===== config.mk =====
export PLATFORM = sky130hd
export DESIGN_NAME = nmi_source_id_and_priority_chain
export DESIGN_NICKNAME = d
export VERILOG_FILES = /design/src/verilog/nmi_chain_pkg.sv /design/src/verilog/nmi_source_id_and_priority_chain.sv /design/src/verilog/pin_sync.sv
export VERILOG_INCLUDE_DIRS = /design/src /design/src/verilog
export SDC_FILE = /design/constraint.sdc
export NUM_CORES = 1
export LEC_CHECK = 0
export ABC_AREA = 1
export BUFFER_PORTS_ARGS = -buffer_cell sky130_fd_sc_hd__buf_2
export CORE_MARGIN = 5
export CORE_UTILIZATION = 56
export CTS_BUF_LIST = sky130_fd_sc_hd__clkbuf_8 sky130_fd_sc_hd__clkbuf_16
export CTS_CLUSTER_SIZE = 30
export DETAILED_ROUTE_END_ITERATION = 10
export PLACE_DENSITY_LB_ADDON = 0.2
export SLEW_MARGIN = 5
export SYNTH_ARGS = -nofsm -noshare
export SYNTH_HDL_FRONTEND = slang
export SYNTH_SLANG_ARGS = --single-unit

===== constraint.sdc =====
create_clock -name clock -period 2.3 [get_ports clock]
set_input_delay 0.46 -clock clock [delete_from_list [all_inputs] [get_ports clock]]
set_output_delay 0.46 -clock clock [all_outputs]
set_load 0.005 [all_outputs]

===== src/verilog/nmi_chain_consts.svh =====
`ifndef NMI_CHAIN_CONSTS_SVH
`define NMI_CHAIN_CONSTS_SVH

// Clock rate
`define CLOCK_KHZ            50000

// Hold-up time after a power-fail warning, in microseconds
`define PFAIL_WINDOW_US      2000
`define PFAIL_WINDOW_CYCLES  ((`PFAIL_WINDOW_US * `CLOCK_KHZ) / 1000)

// Length of the hardware reset made from a software reset
`define SOFT_RESET_CYCLES    16

// One-hot identifier codes on the three low address/data lines
`define ID_MANUAL            16'h0001
`define ID_POWER_FAIL        16'h0002
`define ID_MEMORY_ERROR      16'h0004

// Bit positions inside the source flag vector
`define SRC_MANUAL           0
`define SRC_POWER_FAIL       1
`define SRC_MEMORY_ERROR     2

// Chain size: on-board links, then off-board links
`define ONBOARD_LINKS        8
`define TOTAL_LINKS          11

`endif


===== src/verilog/nmi_chain_pkg.sv =====
package nmi_chain_pkg;

  // Pending on-board non-maskable sources
  typedef struct packed {
    logic memoryError;
    logic powerFail;
    logic manual;
  } nmi_flags_t;

  // Conditioned front-panel and monitor pins
  typedef struct packed {
    logic startButton;
    logic keyLocked;
    logic powerFailWarn;
    logic eccDoubleError;
  } pin_set_t;

  // Hardware reset generator
  typedef enum logic [0:0] {
    RST_IDLE,
    RST_HOLD
  } reset_state_t;

endpackage : nmi_chain_pkg


===== src/verilog/nmi_source_id_and_priority_chain.sv =====
`timescale 1ns/1ns
`include "nmi_chain_consts.svh"
module nmi_source_id_and_priority_chain #(
  parameter int PFAIL_CYCLES = `PFAIL_WINDOW_CYCLES,
  parameter int LINKS        = `TOTAL_LINKS,
  parameter int ONBOARD      = `ONBOARD_LINKS
) (
  input  wire logic               clock,
  input  wire logic               reset,
  input  wire logic               startButton,
  input  wire logic               keyLocked,
  input  wire logic               powerFailWarn,
  input  wire logic               eccDoubleError,
  input  wire logic               externalNmi,
  input  wire logic               eccEnableWrite,
  input  wire logic               eccEnableValue,
  input  wire logic               softResetRequest,
  input  wire logic               nmiAck,
  input  wire logic [LINKS-1:0]   unitBusy,
  input  wire logic [ONBOARD-1:0] unitArm,
  input  wire logic               chainEnableIn,
  output logic                    nmiRequest,
  output logic [15:0]             nmiIdentifier,
  output logic                    nmiIdentifierEnable,
  output logic                    eccNmiEnable,
  output logic                    systemReset,
  output logic                    powerDownWindow,
  output logic [LINKS-1:0]        chainEnableOut,
  output logic [ONBOARD-1:0]      unitIntMask
);

  nmi_chain_pkg::pin_set_t   pins;
  nmi_chain_pkg::pin_set_t   pinsPrev_q;
  nmi_chain_pkg::nmi_flags_t flags_q;
  nmi_chain_pkg::nmi_flags_t flags_d;
  nmi_chain_pkg::reset_state_t rstState_q;
  nmi_chain_pkg::reset_state_t rstState_d;

  logic        eccEnable_q;
  logic        eccEnable_d;
  logic        nmiRequest_q;
  logic        nmiRequest_d;
  logic [15:0] ident_q;
  logic [15:0] ident_d;
  logic        identEn_q;
  logic        identEn_d;
  logic        ackPrev_q;
  logic [4:0]  rstCount_q;
  logic [4:0]  rstCount_d;
  logic        sysReset_q;
  logic        sysReset_d;
  logic [31:0] pfCount_q;
  logic [31:0] pfCount_d;
  logic        pfWindow_q;
  logic        pfWindow_d;
  logic [LINKS-1:0]   chainIn;
  logic [LINKS-1:0]   chainOut_q;
  logic [LINKS-1:0]   chainOut_d;
  logic [ONBOARD-1:0] mask_q;
  logic [ONBOARD-1:0] mask_d;
  logic        ackEnd;
  logic        anyOnboard;

  // Identifier for the highest pending source; upper bits left zero
  function automatic logic [15:0] pick_ident(input nmi_chain_pkg::nmi_flags_t f);
    if (f.manual)
      return `ID_MANUAL;
    else if (f.powerFail)
      return `ID_POWER_FAIL;
    else if (f.memoryError)
      return `ID_MEMORY_ERROR;
    else
      return 16'h0000;
  endfunction : pick_ident

  // Front-panel and monitor pins come from outside the clock domain
  pin_sync #(
    .WIDTH (4)
  ) u_pins (
    .clock    (clock),
    .reset    (reset),
    .pinIn    ({startButton, keyLocked, powerFailWarn, eccDoubleError}),
    .levelOut (pins)
  );

  assign ackEnd     = ackPrev_q && !nmiAck;
  assign anyOnboard = flags_q.manual || flags_q.powerFail || flags_q.memoryError;

  // Source flags; a new edge in the clearing cycle wins over the clear
  always_comb begin
    flags_d = flags_q;
    if (ackEnd && identEn_q) begin
      if (ident_q == `ID_MANUAL)
        flags_d.manual = 1'b0;
      if (ident_q == `ID_POWER_FAIL)
        flags_d.powerFail = 1'b0;
      if (ident_q == `ID_MEMORY_ERROR)
        flags_d.memoryError = 1'b0;
    end
    if (pins.startButton && !pinsPrev_q.startButton && !pins.keyLocked)
      flags_d.manual = 1'b1;
    if (pins.powerFailWarn && !pinsPrev_q.powerFailWarn)
      flags_d.powerFail = 1'b1;
    if (pins.eccDoubleError && !pinsPrev_q.eccDoubleError && eccEnable_q)
      flags_d.memoryError = 1'b1;
  end

  // Configuration enable; the made system reset clears it like power-up does
  always_comb begin
    eccEnable_d = sysReset_q ? 1'b0 : (eccEnableWrite ? eccEnableValue : eccEnable_q);
  end

  // NMI line and identifier buffer; the CPU aborts its fetch and runs the
  // acknowledge cycle on its own, we only answer that cycle
  always_comb begin
    nmiRequest_d = anyOnboard || externalNmi;
    ident_d      = ident_q;
    identEn_d    = 1'b0;
    if (nmiAck && anyOnboard) begin
      identEn_d = 1'b1;
      if (!identEn_q)
        ident_d = pick_ident(flags_q);
    end else if (!nmiAck) begin
      ident_d = 16'h0000;
    end
  end

  // Software reset stretched into a hardware reset pulse
  always_comb begin
    rstState_d = rstState_q;
    rstCount_d = rstCount_q;
    sysReset_d = 1'b0;
    case (rstState_q)
      nmi_chain_pkg::RST_IDLE: begin
        if (softResetRequest) begin
          rstState_d = nmi_chain_pkg::RST_HOLD;
          rstCount_d = 5'(`SOFT_RESET_CYCLES - 1);
          sysReset_d = 1'b1;
        end
      end
      nmi_chain_pkg::RST_HOLD: begin
        sysReset_d = 1'b1;
        if (rstCount_q == 5'h00)
          rstState_d = nmi_chain_pkg::RST_IDLE;
        else
          rstCount_d = rstCount_q - 5'h01;
        if (rstCount_q == 5'h00)
          sysReset_d = 1'b0;
      end
      default: begin
        rstState_d = nmi_chain_pkg::RST_IDLE;
      end
    endcase
  end

  // Hold-up window after power-fail warning; a new warning edge restarts the long count
  always_comb begin
    pfCount_d  = pfCount_q;
    pfWindow_d = pfWindow_q;
    if (pins.powerFailWarn && !pinsPrev_q.powerFailWarn) begin
      pfCount_d  = 32'(PFAIL_CYCLES - 1);
      pfWindow_d = 1'b1;
    end else if (pfWindow_q) begin
      if (pfCount_q == 32'h0000_0000)
        pfWindow_d = 1'b0;
      else
        pfCount_d = pfCount_q - 32'h0000_0001;
    end
  end

  // Daisy chain, link 0 highest priority; off-board links rank last
  assign chainIn[0] = chainEnableIn;
  genvar g;
  generate
    for (g = 1; g < LINKS; g++) begin : g_link
      assign chainIn[g] = chainOut_q[g-1];
    end
  endgenerate

  // Registered link outputs; a busy link drops enable to all below it
  always_comb begin
    for (int i = 0; i < LINKS; i++) begin
      chainOut_d[i] = chainIn[i] && !unitBusy[i];
    end
  end

  // Peripherals come up masked until their vector is loaded
  always_comb begin
    mask_d = mask_q & ~unitArm;
  end

  always_ff @(posedge clock) begin
    if (reset) begin
      flags_q      <= '0;
      pinsPrev_q   <= '0;
      eccEnable_q  <= 1'b0;
      nmiRequest_q <= 1'b0;
      ident_q      <= 16'h0000;
      identEn_q    <= 1'b0;
      ackPrev_q    <= 1'b0;
      rstState_q   <= nmi_chain_pkg::RST_IDLE;
      rstCount_q   <= 5'h00;
      sysReset_q   <= 1'b0;
      pfCount_q    <= 32'h0000_0000;
      pfWindow_q   <= 1'b0;
      chainOut_q   <= '0;
      mask_q       <= '1;
    end else begin
      flags_q      <= flags_d;
      pinsPrev_q   <= pins;
      eccEnable_q  <= eccEnable_d;
      nmiRequest_q <= nmiRequest_d;
      ident_q      <= ident_d;
      identEn_q    <= identEn_d;
      ackPrev_q    <= nmiAck;
      rstState_q   <= rstState_d;
      rstCount_q   <= rstCount_d;
      sysReset_q   <= sysReset_d;
      pfCount_q    <= pfCount_d;
      pfWindow_q   <= pfWindow_d;
      chainOut_q   <= chainOut_d;
      mask_q       <= mask_d;
    end
  end

  // Identifier is a service-routine pointer; passed as captured
  assign nmiIdentifier       = ident_q;
  assign nmiIdentifierEnable = identEn_q;
  assign nmiRequest          = nmiRequest_q;
  assign eccNmiEnable        = eccEnable_q;
  assign systemReset         = sysReset_q;
  assign powerDownWindow     = pfWindow_q;
  assign chainEnableOut      = chainOut_q;
  assign unitIntMask         = mask_q;
endmodule : nmi_source_id_and_priority_chain


===== src/verilog/pin_sync.sv =====
`timescale 1ns/1ns
// Three-stage synchroniser; output only moves once stages two and three agree
module pin_sync #(
  parameter int WIDTH = 1
) (
  input  wire logic             clock,
  input  wire logic             reset,
  input  wire logic [WIDTH-1:0] pinIn,
  output logic      [WIDTH-1:0] levelOut
);

  logic [WIDTH-1:0] stage1_q;
  logic [WIDTH-1:0] stage2_q;
  logic [WIDTH-1:0] stage3_q;
  logic [WIDTH-1:0] level_q;
  logic [WIDTH-1:0] level_d;

  // Filter: stage1 is read by stage2 only
  always_comb begin
    for (int i = 0; i < WIDTH; i++) begin
      level_d[i] = (stage2_q[i] == stage3_q[i]) ? stage3_q[i] : level_q[i];
    end
  end

  always_ff @(posedge clock) begin
    if (reset) begin
      stage1_q <= '0;
      stage2_q <= '0;
      stage3_q <= '0;
      level_q  <= '0;
    end else begin
      stage1_q <= pinIn;
      stage2_q <= stage1_q;
      stage3_q <= stage2_q;
      level_q  <= level_d;
    end
  end

  assign levelOut = level_q;

endmodule : pin_sync

Word-level counts from Yosys, hierarchy flattened
Cells that the tools add are included.
- flip-flop bits (word level): 100
- input bits: 31
- output and inout port bits: 40
- word-level logic and storage cells: 125
- add/subtract/negate cells: 2
- equal/unequal tests: 12
- mux-type cells: 26
- bitwise gates (word level): 4
- reduce and logical (&&, ||, !) cells: 56
- operator list (kind ; count):
    $mux W17 ; 3
    $mux W16 ; 3
    $logic_not A32 Y1 ; 1
    $sub A32 B1 Y32 const B ; 1
    $logic_and A1 B1 Y1 ; 19
    $eq A16 B1 Y1 const B ; 1
    $eq A16 B2 Y1 const B ; 1
    $eq A16 B3 Y1 const B ; 1
    $logic_not A1 Y1 ; 16
    $reduce_and A2 Y1 ; 7
    $reduce_bool A2 Y1 ; 7
    $mux W1 ; 12
    $mux W3 ; 4
    $mux W5 ; 2
    $pmux W5 S2 ; 1
    $and A8 B8 Y8 ; 1
    $ne A2 B2 Y1 const B ; 4
    $not A8 Y8 ; 1
    $logic_not A5 Y1 ; 1
    $sub A5 B1 Y5 const B ; 1
    $eq A1 B1 Y1 ; 4
    $reduce_or A2 Y1 ; 2
    $logic_or A1 B1 Y1 ; 3
    $ne A2 B1 Y1 const B ; 1
    2 further kinds ; 3

Logic depth before layout (Yosys ltp)
- depth after elaboration: 5
- mapped depth: 13
- mapped depth without buffers: 12

Cells and area by module
From an unflattened synthesis, not the netlist that was laid out.
- cell total of the unflattened synthesis: 616
- area total of the unflattened synthesis: 4126.5 µm²
- modules (own cells, without submodules) (module ; instances ; cells each ; area each (µm²) ; sequential area each (µm²)):
    nmi_source_id_and_priority_chain ; 1 ; 562 ; 3646.0 ; 1421.4
    pin_sync ; 1 ; 54 ; 480.5 ; 320.3

Least setup slack after synthesis
OpenSTA, ideal clock, no wires.
- path kind: flip-flop to flip-flop
- start: register pfCount_q[0]
- end: register pfCount_q[7]
- setup time: 0.128 ns
- arrival time: 1.528 ns
- data required time: 2.172 ns
- path slack: 0.644 ns
- cell stages (with the launch flop): 13
- path buffers: 1
- clock period less this slack: 1.656 ns
- cells stage by stage: dfxtp_1 inv_1 ha_1 nand2_1 nor2_2 nand2_1 nor2_1 nand2_1 buf_4 nand3_1 nand2_1 nor2_1 nor2_1
- longest elaborated chain between the ends: 4
- elaborated cells between the ends (all ways): 7
- those cells by class: add/sub (1); eq/ne (1); mux (3); reduce/logical (2)
- RTL lines (what ; line ; text):
    from (decl) ; nmi_source_id_and_priority_chain.sv:52 ; logic [31:0] pfCount_q;
    from (signal assigned) ; nmi_source_id_and_priority_chain.sv:219 ; pfCount_q <= pfCount_d;
    $sub A32 B1 Y32 ; nmi_source_id_and_priority_chain.sv:167 ; pfCount_d = pfCount_q - 32'h0000_0001;
    $mux W17 ; nmi_source_id_and_priority_chain.sv:164 ; if (pfCount_q == 32'h0000_0000)
    $mux W17 ; nmi_source_id_and_priority_chain.sv:163 ; end else if (pfWindow_q) begin
    $mux W17 ; nmi_source_id_and_priority_chain.sv:160 ; if (pins.powerFailWarn && !pinsPrev_q.powerFailWarn) begin
Several ways; a longest one is shown, not always the timed one. The select of a mux whose other input is x is not followed.
A chain may end at the register's enable or synchronous reset.

Final worst setup path
- start: register pfCount_q[0]
- end: register pfCount_q[0]
The elaborated chain is that of the path after synthesis.

==> run metrics <==
Final Max Slew Viols 0; Via density 4.86; non-filler instance count after layout 778; Iter 0 DRT Violations 212; power per cell area 617 nW/um2; IO Port Bufs 57; Crit. End Element register; Max-Cap Viols 0; # setup viols final 0; synthesized cell area 4110 um2; Starting Density 0.569; CTS clk-pin slew, worst paths 0.10 ns; CP top delay family simple AND/OR/NAND/NOR gates; Worst-Margin Slew 0.502 ns; Overall Power 2.85 mW; maximum VDD drop 384 uV; Rel. slew slack 0.665; RSZ-0062 raised after global routing no; gr usage total 0.205; WHS 0.233 ns; hpwl dp 6430 um; post-DR wirelength/cell 11.1 um; CTS Buf Count 9; total core area 7210 um2; Rows 31; register bit total from synthesis 87; DR DRC count 0; first-pass GRT wire length 15,000 um; count of different cell masters after synthesis 30; flip-flop and latch area 1740 um2; Cells after Synth 616; Die Ht 95.6 um; Critical Path, Cell by Cell inv_1 > ha_1 > nand2_1 > nor2_2 > nand2_1 > nor2_1 > nand2_1 > nand2_4 > o21ai_0 > nor2_1 > nor2_1; ANT nets after route 0; Worst-Skew Late Latency 0.36 ns; most frequent cells in the layout nand2_1 (143), nor2_1 (125), inv_1 (91), dfxtp_1 (87), buf_2 (57); CP max stage delay 0.32 ns; largest net degree at the start of global routing 29; outcome completed; Worst Path Required 2.54 ns; Post-Route WL 8640 um; Fillers 683; multi-input combinational cell area 1890 um2; syn_area_per_cell 6.67 um2; period utilization 0.848; Sink Count 87; Worst path slowest cell dfxtp_1; vias in the first global route 3,583; Final Util 0.642; warnings from Yosys 0; Crit Path Max Fanout 25; commonest non-fill, non-tap cell in the layout nand2_1; root buf cell clkbuf_8; Fin Setup TNS 0 ns; synth-to-layout area growth 12.7%; Post-CTS Setup Inserts 0; via count 3,778; Die W 95.6 um; RD Place Congestion 0.943; minimum clock period 1.95 ns; Crit Path Class reg2reg; Post-CTS Hold Buffers 0; Final Hold Fails 0; initial antenna violation count 0; First-pass DRT Iterations 5; Final Skew 0.0115 ns; DIE AREA 9150 um2; crit path launch type register; WP buf/inv 1; I/O pin total 71; clock buffer depth 2; share of cells above drive strength 1 0.125; Post-CTS Resized 0; Ant. Diodes 0; Leak 2.41 nW; CTS tree done; placed cell count 762; post-synthesis sequential area ratio 0.424; fmax 513 MHz; Hold Path Class in2reg; H-tree depth 3; final net count 708; critical path arrival 2.19 ns; grt total ovfl 0
-- layer usage --
layer	track usage	vias up	wire, um
met5	0	-	0
met4	0.0735	0	124
met3	0.0608	11	615
met2	0.340	100	3960
met1	0.250	1684	3940
li1	-	1983	-
-- synth_stat cells --
master,number,area (um2)
mux2i_1,1,10.0
nor3_2,1,10.0
and2_1,1,6.26
nand3_1,40,200
xnor2_1,3,26.3
a21oi_1,34,170
a31oi_1,2,12.5
o21a_1,2,15.0
buf_6,3,33.8
dfxtp_1,87,1740
nor2_2,4,25.0
conb_1,1,3.75
o41ai_1,1,8.76
buf_2,1,5.00
ha_1,3,37.5
o31ai_1,2,15.0
nor2_1,125,469
inv_1,90,338
clkbuf_1,9,33.8
xor2_1,10,87.6
nand2_4,1,11.3
nand4_1,7,43.8
nor3_1,5,25.0
o21ai_0,22,110
a211oi_1,1,7.51
nand2_1,143,537
clkinv_1,1,3.75
buf_1,1,3.75
buf_4,14,105
nor2_4,1,11.3
-- flip-flops by register name, summed over array words and instances, names as in the netlist --
signal / cells
u_pins.stage3_q: 4
u_pins.stage2_q: 4
u_pins.levelOut: 4
nmiRequest: 1
rstCount_q: 5
pinsPrev_q: 3
powerDownWindow: 1
ackPrev_q: 1
pfCount_q: 32
nmiIdentifier: 3
unitIntMask: 8
nmiIdentifierEnable: 1
flags_q: 3
u_pins.stage1_q: 4
systemReset: 1
eccNmiEnable: 1
chainEnableOut: 11
-- per-stage QoR --
step	cell area, um2	setup slack (ns)
6_report	4630	0.350
5_1_grt	4630	0.0912
4_1_cts	4630	0.363
3_5_place_dp	4430	0.408
3_3_place_gp	4430	0.485
2_1_floorplan	4150	0.644
-- power breakdown --
part | internal [mW] | total, mW | switching, mW | leakage [nW]
Combinational | 0.0791 | 0.199 | 0.120 | 1.60
Sequential | 1.54 | 1.56 | 0.0195 | 0.708
Clock | 0.515 | 1.09 | 0.578 | 0.104
Total | 2.14 | 2.85 | 0.718 | 2.41
-- cell families (layout without fill, tap and decap cells) --
family,Yosys count,in the layout,share of synthesized area
AO/OA/AOI/OAI,64,64,0.0825
XOR/XNOR,13,13,0.0277
adder cells (fa/ha/maj),3,3,0.00914
buffers and inverters,119,170,0.127
flip-flops,87,87,0.424
multiplexers,1,1,0.00244
other,1,13,0.000913
AND/OR/NAND/NOR,328,328,0.326
-- worst paths after layout --
path                              to  cells past startpoint  slack (ns)                from
setup / recovery        pfCount_q[0]                     11        0.35        pfCount_q[0]
hold / removal     chainEnableOut[6]                      2        0.23         unitBusy[6]
setup reg to reg        pfCount_q[0]                     11        0.35        pfCount_q[0]
hold reg to reg   u_pins.stage2_q[1]                      2        0.41  u_pins.stage1_q[1]
-- area by class of cell --
type                            count  share of cell area
Inverter                           91              0.0738
Timing Repair Buffer               63              0.0714
Tap cell                           99              0.0268
Clock buffer                        9              0.0268
Sequential cell                    87               0.376
Multi-Input combinational cell    422               0.408
Clock inverter                      7              0.0170
No activity file was read; power rests on OpenSTA's default activity.
